<file path="src/hdl/asmc_pkg.sv">
// Package for the accelerometer system mode control register bank.
// Assumes a register access port that presents byte-wide address and data.
package asmc_pkg;
   // ------------------------------------------------------------------
   // Register map
   // ------------------------------------------------------------------
   localparam logic [7:0] ASMC_SYSCTL1_ADDR = 8'h2a;
   localparam logic [7:0] ASMC_SYSCTL2_ADDR = 8'h2b;
   localparam logic [7:0] ASMC_REG_RESET = 8'h00;
   // Field positions of the first control register
   localparam int ASMC_ACTIVE_BIT = 0;
   localparam int ASMC_FREAD_BIT = 1;
   localparam int ASMC_LOW_NOISE_SEL_BIT = 2;
   localparam int ASMC_ODR_LSB = 3;
   localparam int ASMC_SLR_LSB = 6;
   // Field positions of the second control register
   localparam int ASMC_WOS_LSB = 0;
   localparam int ASMC_AUTO_SLEEP_EN_BIT = 2;
   localparam int ASMC_SOS_LSB = 3;
   localparam int ASMC_SRST_BIT = 6;
   localparam int ASMC_SELF_BIT = 7;
   localparam logic [7:0] ASMC_SYSCTL2_WMASK = 8'h9f;
   // ------------------------------------------------------------------
   // Timing
   // ------------------------------------------------------------------
   localparam int ASMC_CLK_MHZ = 100;
   localparam int ASMC_INACT_STEP_MS = 320;
   localparam int ASMC_INACT_STEP_SLOW_MS = 640;
   localparam int ASMC_INACT_STEP_CYC = ASMC_INACT_STEP_MS * 1000 * ASMC_CLK_MHZ;
   localparam int ASMC_INACT_STEP_SLOW_CYC = ASMC_INACT_STEP_SLOW_MS * 1000 * ASMC_CLK_MHZ;
   localparam int ASMC_BOOT_CYC = 4;
   // Rate codes
   localparam logic [2:0] ASMC_ODR_1HZ56 = 3'h7;
   localparam logic [1:0] ASMC_SLR_50HZ = 2'h0;
   // Oversampling schemes
   typedef enum logic [1:0] {
      ASMC_OS_NORMAL = 2'h0,
      ASMC_OS_LNLP = 2'h1,
      ASMC_OS_HIRES = 2'h2,
      ASMC_OS_LOWPWR = 2'h3
   } asmc_os_t;
   // Operating states
   typedef enum logic [3:0] {
      ASMC_ST_BOOT = 4'h1,
      ASMC_ST_STANDBY = 4'h2,
      ASMC_ST_WAKE = 4'h4,
      ASMC_ST_SLEEP = 4'h8
   } asmc_state_t;
   localparam int ASMC_OSR_W = 11;
endpackage

</file>
<file path="src/hdl/asmc_ctrl.sv">
// System mode control registers: standby/active, wake and sleep rates,
// oversampling schemes, auto-sleep, self-test and software reset.
// Assumes a serial register interface in front that issues single-cycle
// write and read strobes, and an activity pulse from the detection blocks.
// Contract
// - The sleep rate field decodes 00..11 as 50, 12.5, 6.25 and 1.56 Hz and resets to 00.
// - In auto-sleep the output rate and all block rates follow the sleep rate instead of the wake rate.
// - The output rate field decodes 000..111 as 800 Hz down to 1.56 Hz and resets to 000.
// - Active bit 0 keeps standby, 1 selects active mode, reset value 0.
// - Low-noise mode limits the measurable range to plus or minus 4 g.
// - Fast-read makes the auto-increment pointer skip low data bytes; reset value 0.
// - The self-check bit turns on self-test so the axis outputs shift; reset value 0.
// - Writing 1 to the soft reset bit resets every register to default in any mode.
// - A soft reset also resets the serial communication logic.
// - The soft reset bit clears at end of boot and always reads zero.
// - Each oversampling field decodes as normal, low-noise low-power, high resolution, low power; wake or sleep applies.
// - The averaging ratio depends on scheme and rate, e.g. 1024 for high resolution at 1.56 Hz, 2 for all at 800 Hz.
// - The auto-sleep bit permits automatic sleep when 1 and forbids it when 0; reset value 0.
// - With auto-sleep on, inactivity of the count register times 320 ms (640 ms at 1.56 Hz) moves to the sleep rate.
// - With auto-sleep off, the device only toggles between standby and wake.
`timescale 1ns/100ps
`default_nettype none
module asmc_ctrl
   import asmc_pkg::*;
#(
   parameter int INACT_STEP_CYC = asmc_pkg::ASMC_INACT_STEP_CYC,
   parameter int INACT_STEP_SLOW_CYC = asmc_pkg::ASMC_INACT_STEP_SLOW_CYC
) (
   input wire logic clk_sys, // System clock, 100 MHz
   input wire logic arst_n, // Asynchronous reset, active low
   input wire logic clk_en, // Freezes all state while low
   input wire logic reg_wr, // Register write strobe
   input wire logic reg_rd, // Register read strobe
   input wire logic [7:0] reg_addr, // Register address
   input wire logic [7:0] reg_wdata, // Write data
   output logic [7:0] reg_rdata, // Read data, registered
   input wire logic [7:0] inactivity_count, // Inactivity count in steps
   input wire logic activity, // Wake or keep-awake event pulse
   output logic serial_rst, // Reset to the serial interface logic
   output logic active_mode, // Device in active mode
   output logic sleeping, // Device in auto-sleep
   output logic [2:0] output_sample_rate, // Effective rate code, output rate encoding
   output logic [1:0] oversample_mode, // Effective oversampling scheme
   output logic [asmc_pkg::ASMC_OSR_W-1:0] oversample_ratio, // Averaging ratio
   output logic low_noise_sel, // Limits range to 4 g
   output logic fast_read, // Pointer skips low data bytes
   output logic self_check_en // Self-test enable
);
   import asmc_pkg::*;

   // ------------------------------------------------------------------
   // State
   // ------------------------------------------------------------------
   logic [7:0] ctl1_q, ctl1_d;
   logic [7:0] ctl2_q, ctl2_d;
   asmc_state_t st_q, st_d;
   logic [31:0] step_q, step_d;
   logic [7:0] nstep_q, nstep_d;
   logic [2:0] boot_q, boot_d;
   logic [7:0] rdata_q, rdata_d;
   logic [2:0] rate_q, rate_d;
   logic [1:0] osm_q, osm_d;
   logic [ASMC_OSR_W-1:0] osr_q, osr_d;

   logic wr1, wr2, srst_req, standby_now;
   logic [2:0] slr_odr;
   logic [31:0] step_len;

   assign wr1 = reg_wr && (reg_addr == ASMC_SYSCTL1_ADDR);
   assign wr2 = reg_wr && (reg_addr == ASMC_SYSCTL2_ADDR);
   assign srst_req = wr2 && reg_wdata[ASMC_SRST_BIT];
   assign standby_now = !ctl1_q[ASMC_ACTIVE_BIT];

   // Sleep rate codes map onto output rate codes 100, 101, 110, 111
   assign slr_odr = {1'b1, ctl1_q[ASMC_SLR_LSB +: 2]};

   // Slowest rate uses the doubled inactivity step
   assign step_len = (rate_q == ASMC_ODR_1HZ56) ? INACT_STEP_SLOW_CYC : INACT_STEP_CYC;

   // Averaging ratio by scheme and rate code, kept as a power-of-two shift
   // so the table stays small; every ratio in the set is a power of two
   function automatic logic [ASMC_OSR_W-1:0] os_ratio(input logic [1:0] m, input logic [2:0] r);
      logic [3:0] sh;
      sh = 4'h1;
      unique case (m)
         ASMC_OS_NORMAL: begin
            unique case (r)
               3'h0: sh = 4'h1;
               3'h1: sh = 4'h2;
               3'h2: sh = 4'h2;
               3'h3: sh = 4'h2;
               3'h4: sh = 4'h2;
               3'h5: sh = 4'h4;
               3'h6: sh = 4'h5;
               3'h7: sh = 4'h7;
            endcase
         end
         ASMC_OS_LNLP: begin
            unique case (r)
               3'h0: sh = 4'h1;
               3'h1: sh = 4'h2;
               3'h2: sh = 4'h2;
               3'h3: sh = 4'h2;
               3'h4: sh = 4'h2;
               3'h5: sh = 4'h2;
               3'h6: sh = 4'h3;
               3'h7: sh = 4'h5;
            endcase
         end
         ASMC_OS_HIRES: begin
            unique case (r)
               3'h0: sh = 4'h1;
               3'h1: sh = 4'h2;
               3'h2: sh = 4'h3;
               3'h3: sh = 4'h4;
               3'h4: sh = 4'h5;
               3'h5: sh = 4'h7;
               3'h6: sh = 4'h8;
               3'h7: sh = 4'ha;
            endcase
         end
         ASMC_OS_LOWPWR: begin
            unique case (r)
               3'h0: sh = 4'h1;
               3'h1: sh = 4'h1;
               3'h2: sh = 4'h1;
               3'h3: sh = 4'h1;
               3'h4: sh = 4'h1;
               3'h5: sh = 4'h1;
               3'h6: sh = 4'h2;
               3'h7: sh = 4'h4;
            endcase
         end
      endcase
      return ASMC_OSR_W'(1) << sh;
   endfunction

   // ------------------------------------------------------------------
   // Next-state logic
   // ------------------------------------------------------------------
   always_comb begin
      ctl1_d = ctl1_q;
      ctl2_d = ctl2_q;
      st_d = st_q;
      step_d = step_q;
      nstep_d = nstep_q;
      boot_d = boot_q;
      rdata_d = rdata_q;
      if (srst_req) begin
         // Control registers, state, counters and read data back to default, then a short boot
         ctl1_d = ASMC_REG_RESET;
         ctl2_d = ASMC_REG_RESET;
         st_d = ASMC_ST_BOOT;
         boot_d = 3'(ASMC_BOOT_CYC);
         step_d = '0;
         nstep_d = '0;
         rdata_d = '0;
      end else begin
         if (wr1) begin
            if (standby_now) ctl1_d = reg_wdata;
            else ctl1_d[ASMC_ACTIVE_BIT] = reg_wdata[ASMC_ACTIVE_BIT];
         end
         if (wr2) ctl2_d = reg_wdata & ASMC_SYSCTL2_WMASK;
         if (reg_rd) begin
            unique case (reg_addr)
               ASMC_SYSCTL1_ADDR: rdata_d = ctl1_q;
               ASMC_SYSCTL2_ADDR: rdata_d = ctl2_q;
               default: rdata_d = '0;
            endcase
         end
         unique case (st_q)
            ASMC_ST_BOOT: begin
               if (boot_q == 3'h0) st_d = ASMC_ST_STANDBY;
               else boot_d = boot_q - 3'h1;
            end
            ASMC_ST_STANDBY: begin
               step_d = '0;
               nstep_d = '0;
               if (ctl1_d[ASMC_ACTIVE_BIT]) st_d = ASMC_ST_WAKE;
            end
            ASMC_ST_WAKE: begin
               if (!ctl1_d[ASMC_ACTIVE_BIT]) st_d = ASMC_ST_STANDBY;
               else if (activity || !ctl2_q[ASMC_AUTO_SLEEP_EN_BIT]) begin
                  step_d = '0;
                  nstep_d = '0;
               end else if (nstep_q >= inactivity_count) begin
                  st_d = ASMC_ST_SLEEP;
               end else if (step_q + 32'h1 >= step_len) begin
                  step_d = '0;
                  nstep_d = nstep_q + 8'h1;
               end else begin
                  step_d = step_q + 32'h1;
               end
            end
            ASMC_ST_SLEEP: begin
               step_d = '0;
               nstep_d = '0;
               if (!ctl1_d[ASMC_ACTIVE_BIT]) st_d = ASMC_ST_STANDBY;
               else if (activity || !ctl2_q[ASMC_AUTO_SLEEP_EN_BIT]) st_d = ASMC_ST_WAKE;
            end
         endcase
      end
   end

   // Effective rate and scheme, registered for clean outputs
   always_comb begin
      if (st_q == ASMC_ST_SLEEP) begin
         rate_d = slr_odr;
         osm_d = ctl2_q[ASMC_SOS_LSB +: 2];
      end else begin
         rate_d = ctl1_q[ASMC_ODR_LSB +: 3];
         osm_d = ctl2_q[ASMC_WOS_LSB +: 2];
      end
      osr_d = os_ratio(osm_d, rate_d);
   end

   // ------------------------------------------------------------------
   // Registers
   // ------------------------------------------------------------------
   always_ff @(posedge clk_sys or negedge arst_n) begin
      if (!arst_n) begin
         ctl1_q <= ASMC_REG_RESET;
         ctl2_q <= ASMC_REG_RESET;
         st_q <= ASMC_ST_BOOT;
         step_q <= '0;
         nstep_q <= '0;
         boot_q <= 3'(ASMC_BOOT_CYC);
         rdata_q <= '0;
         rate_q <= '0;
         osm_q <= '0;
         osr_q <= ASMC_OSR_W'(2);
      end else if (clk_en) begin
         ctl1_q <= ctl1_d;
         ctl2_q <= ctl2_d;
         st_q <= st_d;
         step_q <= step_d;
         nstep_q <= nstep_d;
         boot_q <= boot_d;
         rdata_q <= rdata_d;
         rate_q <= rate_d;
         osm_q <= osm_d;
         osr_q <= osr_d;
      end
   end

   // ------------------------------------------------------------------
   // Outputs
   // ------------------------------------------------------------------
   // Serial logic is held in reset through the whole boot
   assign serial_rst = (st_q == ASMC_ST_BOOT);
   assign active_mode = (st_q == ASMC_ST_WAKE) || (st_q == ASMC_ST_SLEEP);
   assign sleeping = (st_q == ASMC_ST_SLEEP);
   assign output_sample_rate = rate_q;
   assign oversample_mode = osm_q;
   assign oversample_ratio = osr_q;
   assign low_noise_sel = ctl1_q[ASMC_LOW_NOISE_SEL_BIT];
   assign fast_read = ctl1_q[ASMC_FREAD_BIT];
   assign self_check_en = ctl2_q[ASMC_SELF_BIT];
   assign reg_rdata = rdata_q;

endmodule // asmc_ctrl
`default_nettype wire

</file>
<file path="config.mk">
export PLATFORM = sky130hd
export DESIGN_NAME = asmc_ctrl
export DESIGN_NICKNAME = d
export VERILOG_FILES = /design/src/hdl/asmc_pkg.sv /design/src/hdl/asmc_ctrl.sv
export SDC_FILE = /design/constraint.sdc
export NUM_CORES = 1
export LEC_CHECK = 0
export ABC_AREA = 1
export BUFFER_PORTS_ARGS = -buffer_cell sky130_fd_sc_hd__buf_4
export CORE_MARGIN = 5
export CORE_UTILIZATION = 60
export DETAILED_ROUTE_END_ITERATION = 7
export PLACE_DENSITY = 0.81
export SETUP_SLACK_MARGIN = 0.02
export SYNTH_ARGS = -nofsm -noshare
export SYNTH_HDL_FRONTEND = slang
export SYNTH_SLANG_ARGS = --single-unit
</file>
<file path="constraint.sdc">
create_clock -name clk_sys -period 5.3 [get_ports clk_sys]
set_clock_uncertainty 0.05 [all_clocks]
set_input_delay 0.795 -clock clk_sys [delete_from_list [all_inputs] [get_ports clk_sys]]
set_output_delay 0.795 -clock clk_sys [all_outputs]
set_load 0.02 [all_outputs]
</file>
# Yosys cells after proc, flatten, opt, wreduce, memory -nomap -nowiden
# Memory sizes are Yosys's and may differ from the RTL's.
# Cells that the tools add are included.
[classes] addsub=3 order_cmp=2 n_eq_ne=20 shift=1 n_mux=37 reduce_logical=21
[ops] operator="$mux W32" n=5
[ops] operator="$mux W8" n=12
[ops] operator="$pmux W32 S2" n=1
[ops] operator="$add A32 B1 Y32 const B" n=1
[ops] operator="$ge A32 B26 Y1" n=1
[ops] operator="$mux W4" n=8
[ops] operator="$pmux W4 S4" n=2
[ops] operator="$pmux W8 S2" n=2
[ops] operator="$mux W26" n=1
[ops] operator="$eq A8 B6 Y1 const B" n=2
[ops] operator="$ne A4 B4 Y1 const B" n=4
[ops] operator="$mux W3" n=4
[ops] operator="$shl A1 B4 Y11 const A" n=1
[ops] operator="$add A8 B1 Y8 const B" n=1
[ops] operator="$ge A8 B8 Y1" n=1
[ops] operator="$reduce_bool A2 Y1" n=4
[ops] operator="$mux W7" n=1
[ops] operator="$ne A3 B3 Y1 const B" n=2
[ops] operator="$reduce_and A3 Y1" n=2
[ops] operator="$reduce_and A6 Y1" n=1
[ops] operator="$reduce_and A5 Y1" n=1
[ops] operator="$eq A2 B2 Y1 const B" n=2
[ops] operator="$eq A4 B1 Y1 const B" n=1
[ops] operator="$eq A4 B2 Y1 const B" n=1
[ops] operator="19 further kinds" n=23
[totals] reg_bits=87 mem_bits_ro=104 in_bits=30 mem_count=4
[memory_table] name="(no name shown)" words=8 word_bits=4 rd=1 rd_clocked_by_memory_dff=0 write_ports=0 line_no="asmc_ctrl.sv:111" source="unique case (r)"
[memory_table] name="(no name shown)" words=8 word_bits=3 rd=1 rd_clocked_by_memory_dff=0 write_ports=0 line_no="asmc_ctrl.sv:87" source="unique case (r)"
[memory_table] name="(no name shown)" words=8 word_bits=3 rd=1 rd_clocked_by_memory_dff=0 write_ports=0 line_no="asmc_ctrl.sv:99" source="unique case (r)"
[memory_table] name="(no name shown)" words=8 word_bits=3 rd=1 rd_clocked_by_memory_dff=0 write_ports=0 line_no="asmc_ctrl.sv:123" source="unique case (r)"

# Depth between registers and ports, before layout
[logic_depth] word_depth=9 ltp_mapped=20 depth_no_buf=20

# Worst setup path before layout
# Ideal clock, no wire load.
[synth_timing] path_kind="register to register" startpoint="register step_q[1]" endpoint="register step_q[18]" setup_time_ps=138 arrival_time_ps=2418 slack_ps=2694 stages_incl_launch_ff=20 path_buffers=1 period_less_slack_ps=2606 cell_sequence="dfrtp_1 -> ha_1 -> nand2_2 -> nor2_4 -> nand2_4 -> nor2_4 -> nand3_2 -> inv_1 -> nand2_1 -> xor2_1 -> inv_1 -> ha_1 -> nand2_1 -> inv_1 -> nand3_1 -> nor2_1 -> nand3_2 -> nand4_4 -> buf_12 -> o22ai_2"
[synth_between] elab_chain_len=8
[synth_rtl] element="from (decl)" line_no="asmc_ctrl.sv:57" source="logic [31:0] step_q, step_d;"
[synth_rtl] element="from (signal assigned)" line_no="asmc_ctrl.sv:236" source="step_q <= step_d;"
[synth_rtl] element="$add A32 B1 Y32 (*)" line_no="asmc_ctrl.sv:188, asmc_ctrl.sv:192"
[synth_rtl] element="$ge A32 B26 Y1" line_no="asmc_ctrl.sv:188" source="end else if (step_q + 32'h1 >= step_len) begin"
[synth_rtl] element="$mux W32 (*)" line_no="asmc_ctrl.sv:188"
[synth_rtl] element="$mux W32 (*)" line_no="asmc_ctrl.sv:186" source="end else if (nstep_q >= inactivity_count) begin"
[synth_rtl] element="$mux W32 (*)" line_no="asmc_ctrl.sv:183" source="else if (activity || !ctl2_q[ASMC_AUTO_SLEEP_EN_BIT]) begin"
[synth_rtl] element="$mux W32 (*)" line_no="asmc_ctrl.sv:182" source="if (!ctl1_d[ASMC_ACTIVE_BIT]) st_d = ASMC_ST_STANDBY;"
[synth_rtl] element="$pmux W32 S2 (*)" line_no="asmc_ctrl.sv:171" source="unique case (st_q)"
[synth_rtl] element="$mux W32 (*)" line_no="asmc_ctrl.sv:149" source="if (srst_req) begin"
# Every way passes the cells marked *; elsewhere a longest branch is shown, timed or not. The select of a mux whose other input is x is not followed.
# A chain may end at the register's enable or synchronous reset.

# Worst setup path in the final report
[layout_timing] startpoint="register step_q[3]" endpoint="register step_q[1]"
[layout_between] elab_chain_len=8
[layout_rtl] element="$add A32 B1 Y32" line_no="asmc_ctrl.sv:188"
[layout_rtl] element="$ge A32 B26 Y1" line_no="asmc_ctrl.sv:188"
[layout_rtl] element="$mux W32" line_no="asmc_ctrl.sv:188"
[layout_rtl] element="$mux W32" line_no="asmc_ctrl.sv:186"
[layout_rtl] element="$mux W32" line_no="asmc_ctrl.sv:183"
[layout_rtl] element="$mux W32" line_no="asmc_ctrl.sv:182"
[layout_rtl] element="$pmux W32 S2" line_no="asmc_ctrl.sv:171"
[layout_rtl] element="$mux W32" line_no="asmc_ctrl.sv:149"
# Every way passes these cells. The select of a mux whose other input is x is not followed.

==> reports/metrics.csv <==
stage,metric,value,unit
run_status,status,finished clean,
critical_path,max_stage_delay,0.46,ns
detailed_routing,ant_nets,0,
clock_tree,path_clk_slew,0.09,ns
floorplan,start_util,60.85,%
critical_path,crit_chain,nand2_1 -> nor2_4 -> nand3_2 -> nor2_1 -> nand2_1 -> nor2_1 -> xnor2_1 -> inv_1 -> ha_1 -> nand3_1 -> nand2_1 -> inv_1 -> nand2_1 -> nand2_1 -> nand2_1 -> nand2_2 -> nand4_4 -> o21ai_0,
floorplan,die_h,108.9,um
critical_path,r2r_setup_slack,2.02,ns
critical_path,critical_path.most_common_cell,nand2_1,
logic_synthesis,yosysUniqueCellTypes,49,
critical_path,critPathKind,reg2reg,
power,swShare,41.19,%
logic_synthesis,synth_top_area_share,34.98,%
logic_synthesis,synth_xor_area_share,2.538,%
grt,gr-total-overflow,0,
final_layout,num-fill-cells,805,
critical_path,cp.arrival,3.49,ns
critical_path,worstPathRequired,5.51,ns
place,portBuffers,59,
logic_synthesis,ys_ff_latch,85,
final_layout,final_cell_count_no_fill,987,
logic_synthesis,ys_warn_count,0,
sta,fin_crit_sh,61.91,%
final_layout,multiInputGateArea,0.003171,mm^2
place,dp_slack,2.055,ns
logic_synthesis,synth_top_family_by_area,simple AND/OR/NAND/NOR gates,
clock_tree,cts_sinks,85,
floorplan,io_pins,60,
final_layout,area_delta_synth_final,12.20,%
sta,final.hold.worst_slack,0.3640,ns
logic_synthesis,synth_most_common_cell,nand2_1,
grt,grt_pass1_wl,23760,um
logic_synthesis,synth_nets,845,
final_layout,regArea,0.002131,mm^2
place,placedInstanceArea,0.006357,mm^2
critical_path,crit_family,simple AND/OR/NAND/NOR gates,
grt,grt_max_degree,46,
power,intPower,1.306,mW
floorplan,dieWidth,108.9,um
clock_tree,cts_max_level,3,
critical_path,reg2regPathDepth,18,
sta,worst_pin_slew,1.004,ns
logic_synthesis,synth-simple-area-share,33.92,%
clock_tree,cts_tree,built,
clock_tree,insertion_delay,0.36,ns
final_layout,final_util,68.28,%
grt,grt_pass1_vias,5315,
clock_tree,clock_tree.root_cell,clkbuf_8,
clock_tree,clk_path_buf_depth,2,
grt,grt.total_usage,24.77,%
place,place_inst,971,
run,maxCapViolations,0,
critical_path,worstPathBufferInverterCount,2,
logic_synthesis,synthAdderAreaFrac,5.119,%
logic_synthesis,synth_area_leaders,"dfrtp_1 35%, nand2_1 15%, inv_1 6.7%",
final_layout,design_area,0.006581,mm^2
clock_tree,postCtsHoldBufs,0,
hold_path,min_path_type,in2async,
detailed_routing,via_count,5299,
detailed_routing,drt_iter0_markers,326,
critical_path,cp_max_fo,26,
power,power_density,337.5,mW/mm^2
power,vdd_drop_max,214.7,uV
sta,max_freq,304.8,MHz
critical_path,slowest_stage,nand4_4,
sta,hold_viol,0,
final_layout,final_nets,903,
floorplan,coreArea,0.009639,mm^2
power,p_clk_share,23.2,%
power,total_power,2.221,mW
logic_synthesis,netlist_area,0.005866,mm^2
critical_path,start_kind,flip-flop,
power,p_sw,915.1,uW
place,place_congestion,0.9670,
sta,fin_crit,3.281,ns
sta,setup_tns,0,ns
clock_tree,cts_buffers,9,
critical_path,reg2reg_from,step_q[3]$_DFFE_PN0P_,
sta,setup_viol,0,
logic_synthesis,yosys.area.top_type,dfrtp_1,
power,seqPwrFrac,37.7,%
logic_synthesis,synthMuxAreaShare,0,%
sta,slew-limit-headroom,32.54,%
clock_tree,post_cts_buffers,0,
logic_synthesis,synth_edf_count,0,
power,combPwrFrac,39.1,%
power,p_leak,3.272,nW
detailed_routing,wl_per_cell,13.82,um
sta,rsz0062_at_grt,false,
critical_path,end_kind,flip-flop,
logic_synthesis,synth-compound-area-share,12.48,%
place,hpwl,10390,um
logic_synthesis,yosysSeqAreaShare,36.33,%
final_layout,drive_above_1_share,17.92,%
clock_tree,ctsResizeCount,0,
critical_path,rr_endpoint,step_q[1]$_DFFE_PN0P_,
detailed_routing,dr.pass1.iters,6,
logic_synthesis,synthArstFlopShare,100.0,%
detailed_routing,drt-total-wl,13650,um
detailed_routing,via_per_inst,5.369,
logic_synthesis,synth_cells,791,
floorplan,die-area,0.01185,mm^2
final_layout,antenna_cells,0,
logic_synthesis,synth_ff_type,dfrtp_1,
logic_synthesis,synth_common_cells,"233 x nand2_1, 104 x inv_1, 82 x dfrtp_1",
logic_synthesis,syn_area_per_cell,7.415,um^2
floorplan,rows,36,
sta,final_max_slew_viol_count,0,
detailed_routing,drcViolationCount,0,
sta,worst_slack,2.019,ns
grt,antenna_found_initial,0,
==> power by group through the flow <==
stage / Clock (mW) / Combinational [mW] / Sequential, mW
after floorplan: 0 / 0.641 / 0.863
after global placement: 0 / 0.828 / 0.843
after detailed placement: 0 / 0.859 / 0.846
after CTS: 0.525 / 0.865 / 0.835
after global routing: 0.558 / 0.968 / 0.852
final: 0.516 / 0.869 / 0.836
==> cell type report <==
class,count,area share (%)
tap,133,2.529
clock inverter,6,1.312
multi-input combinational,578,48.17
inverter,113,6.445
sequential,85,32.38
timing repair buffer,62,7.072
clock buffer,10,2.091
==> cells by family (layout without fill, tap and decap cells) <==
| logic type | after synthesis | count (layout) |
|---|---|---|
| AOI/OAI and AO/OA | 113 | 113 |
| buffers and inverters | 128 | 191 |
| DFF | 85 | 85 |
| adders and majority gates | 24 | 24 |
| xor gates and xnor gates | 17 | 17 |
| and+or+nand+nor | 424 | 424 |
==> state kept, by name (all words and copies together) (netlist names) <==
register / count
nstep_q: 8
oversample_ratio: 11
reg_rdata: 8
boot_q: 3
oversample_mode: 2
st_q: 4
step_q: 32
ctl1_q: 8
ctl2_q: 6
output_sample_rate: 3
==> how the worst max path moves through the flow <==
stage                          start                      to  slack (ns)  cells past startpoint
5_1_grt        step_q[4]$_DFFE_PN0P_   step_q[2]$_DFFE_PN0P_        1.72                     18
2_1_floorplan  step_q[1]$_DFFE_PN0P_  step_q[18]$_DFFE_PN0P_        2.69                     19
3_5_place_dp   step_q[2]$_DFFE_PN0P_   step_q[1]$_DFFE_PN0P_        2.05                     18
3_3_place_gp   step_q[3]$_DFFE_PN0P_   step_q[1]$_DFFE_PN0P_        2.17                     18
6_report       step_q[3]$_DFFE_PN0P_   step_q[1]$_DFFE_PN0P_        2.02                     18
4_1_cts        step_q[3]$_DFFE_PN0P_   step_q[1]$_DFFE_PN0P_        2.02                     18
==> routing by layer <==
metal | up-vias | global-route usage, % | wire, um
met3 | 34 | 4.322 | 655
met1 | 2468 | 30.61 | 5819
li1 | 2648 | - | -
met4 | 0 | 10.01 | 406
met5 | - | 0 | 0
met2 | 149 | 42.76 | 6765
==> cells in the final DEF (no fill, tap or decap), types with 5 or more instances in the layout <==
| cell type | count |
|---|---|
| nand3_1 | 60 |
| nand2_1 | 233 |
| buf_4 | 62 |
| nand3b_1 | 5 |
| o21ai_2 | 10 |
| nor2_1 | 61 |
| nor3_1 | 10 |
| inv_2 | 7 |
| nand4_1 | 7 |
| dfrtp_1 | 82 |
| nor2_4 | 11 |
| inv_1 | 104 |
| a21oi_1 | 17 |
| o21ai_0 | 47 |
| nand2_2 | 7 |
| nor2_2 | 9 |
| clkbuf_8 | 10 |
| o21ai_1 | 12 |
| ha_1 | 24 |
| o22ai_2 | 11 |
| xnor2_1 | 7 |
| xor2_1 | 10 |
==> worst register-to-register path: cells and delay by family (launching register included) <==
kind / cells / cell delay, ns
flops: 1 / 0.42
compound gates: 1 / 0.37
simple gates: 13 / 1.82
buf+inv: 2 / 0.13
xor+xnor: 1 / 0.13
fa+ha+maj: 1 / 0.29
Note: power is estimated with default switching activity, not from simulation.
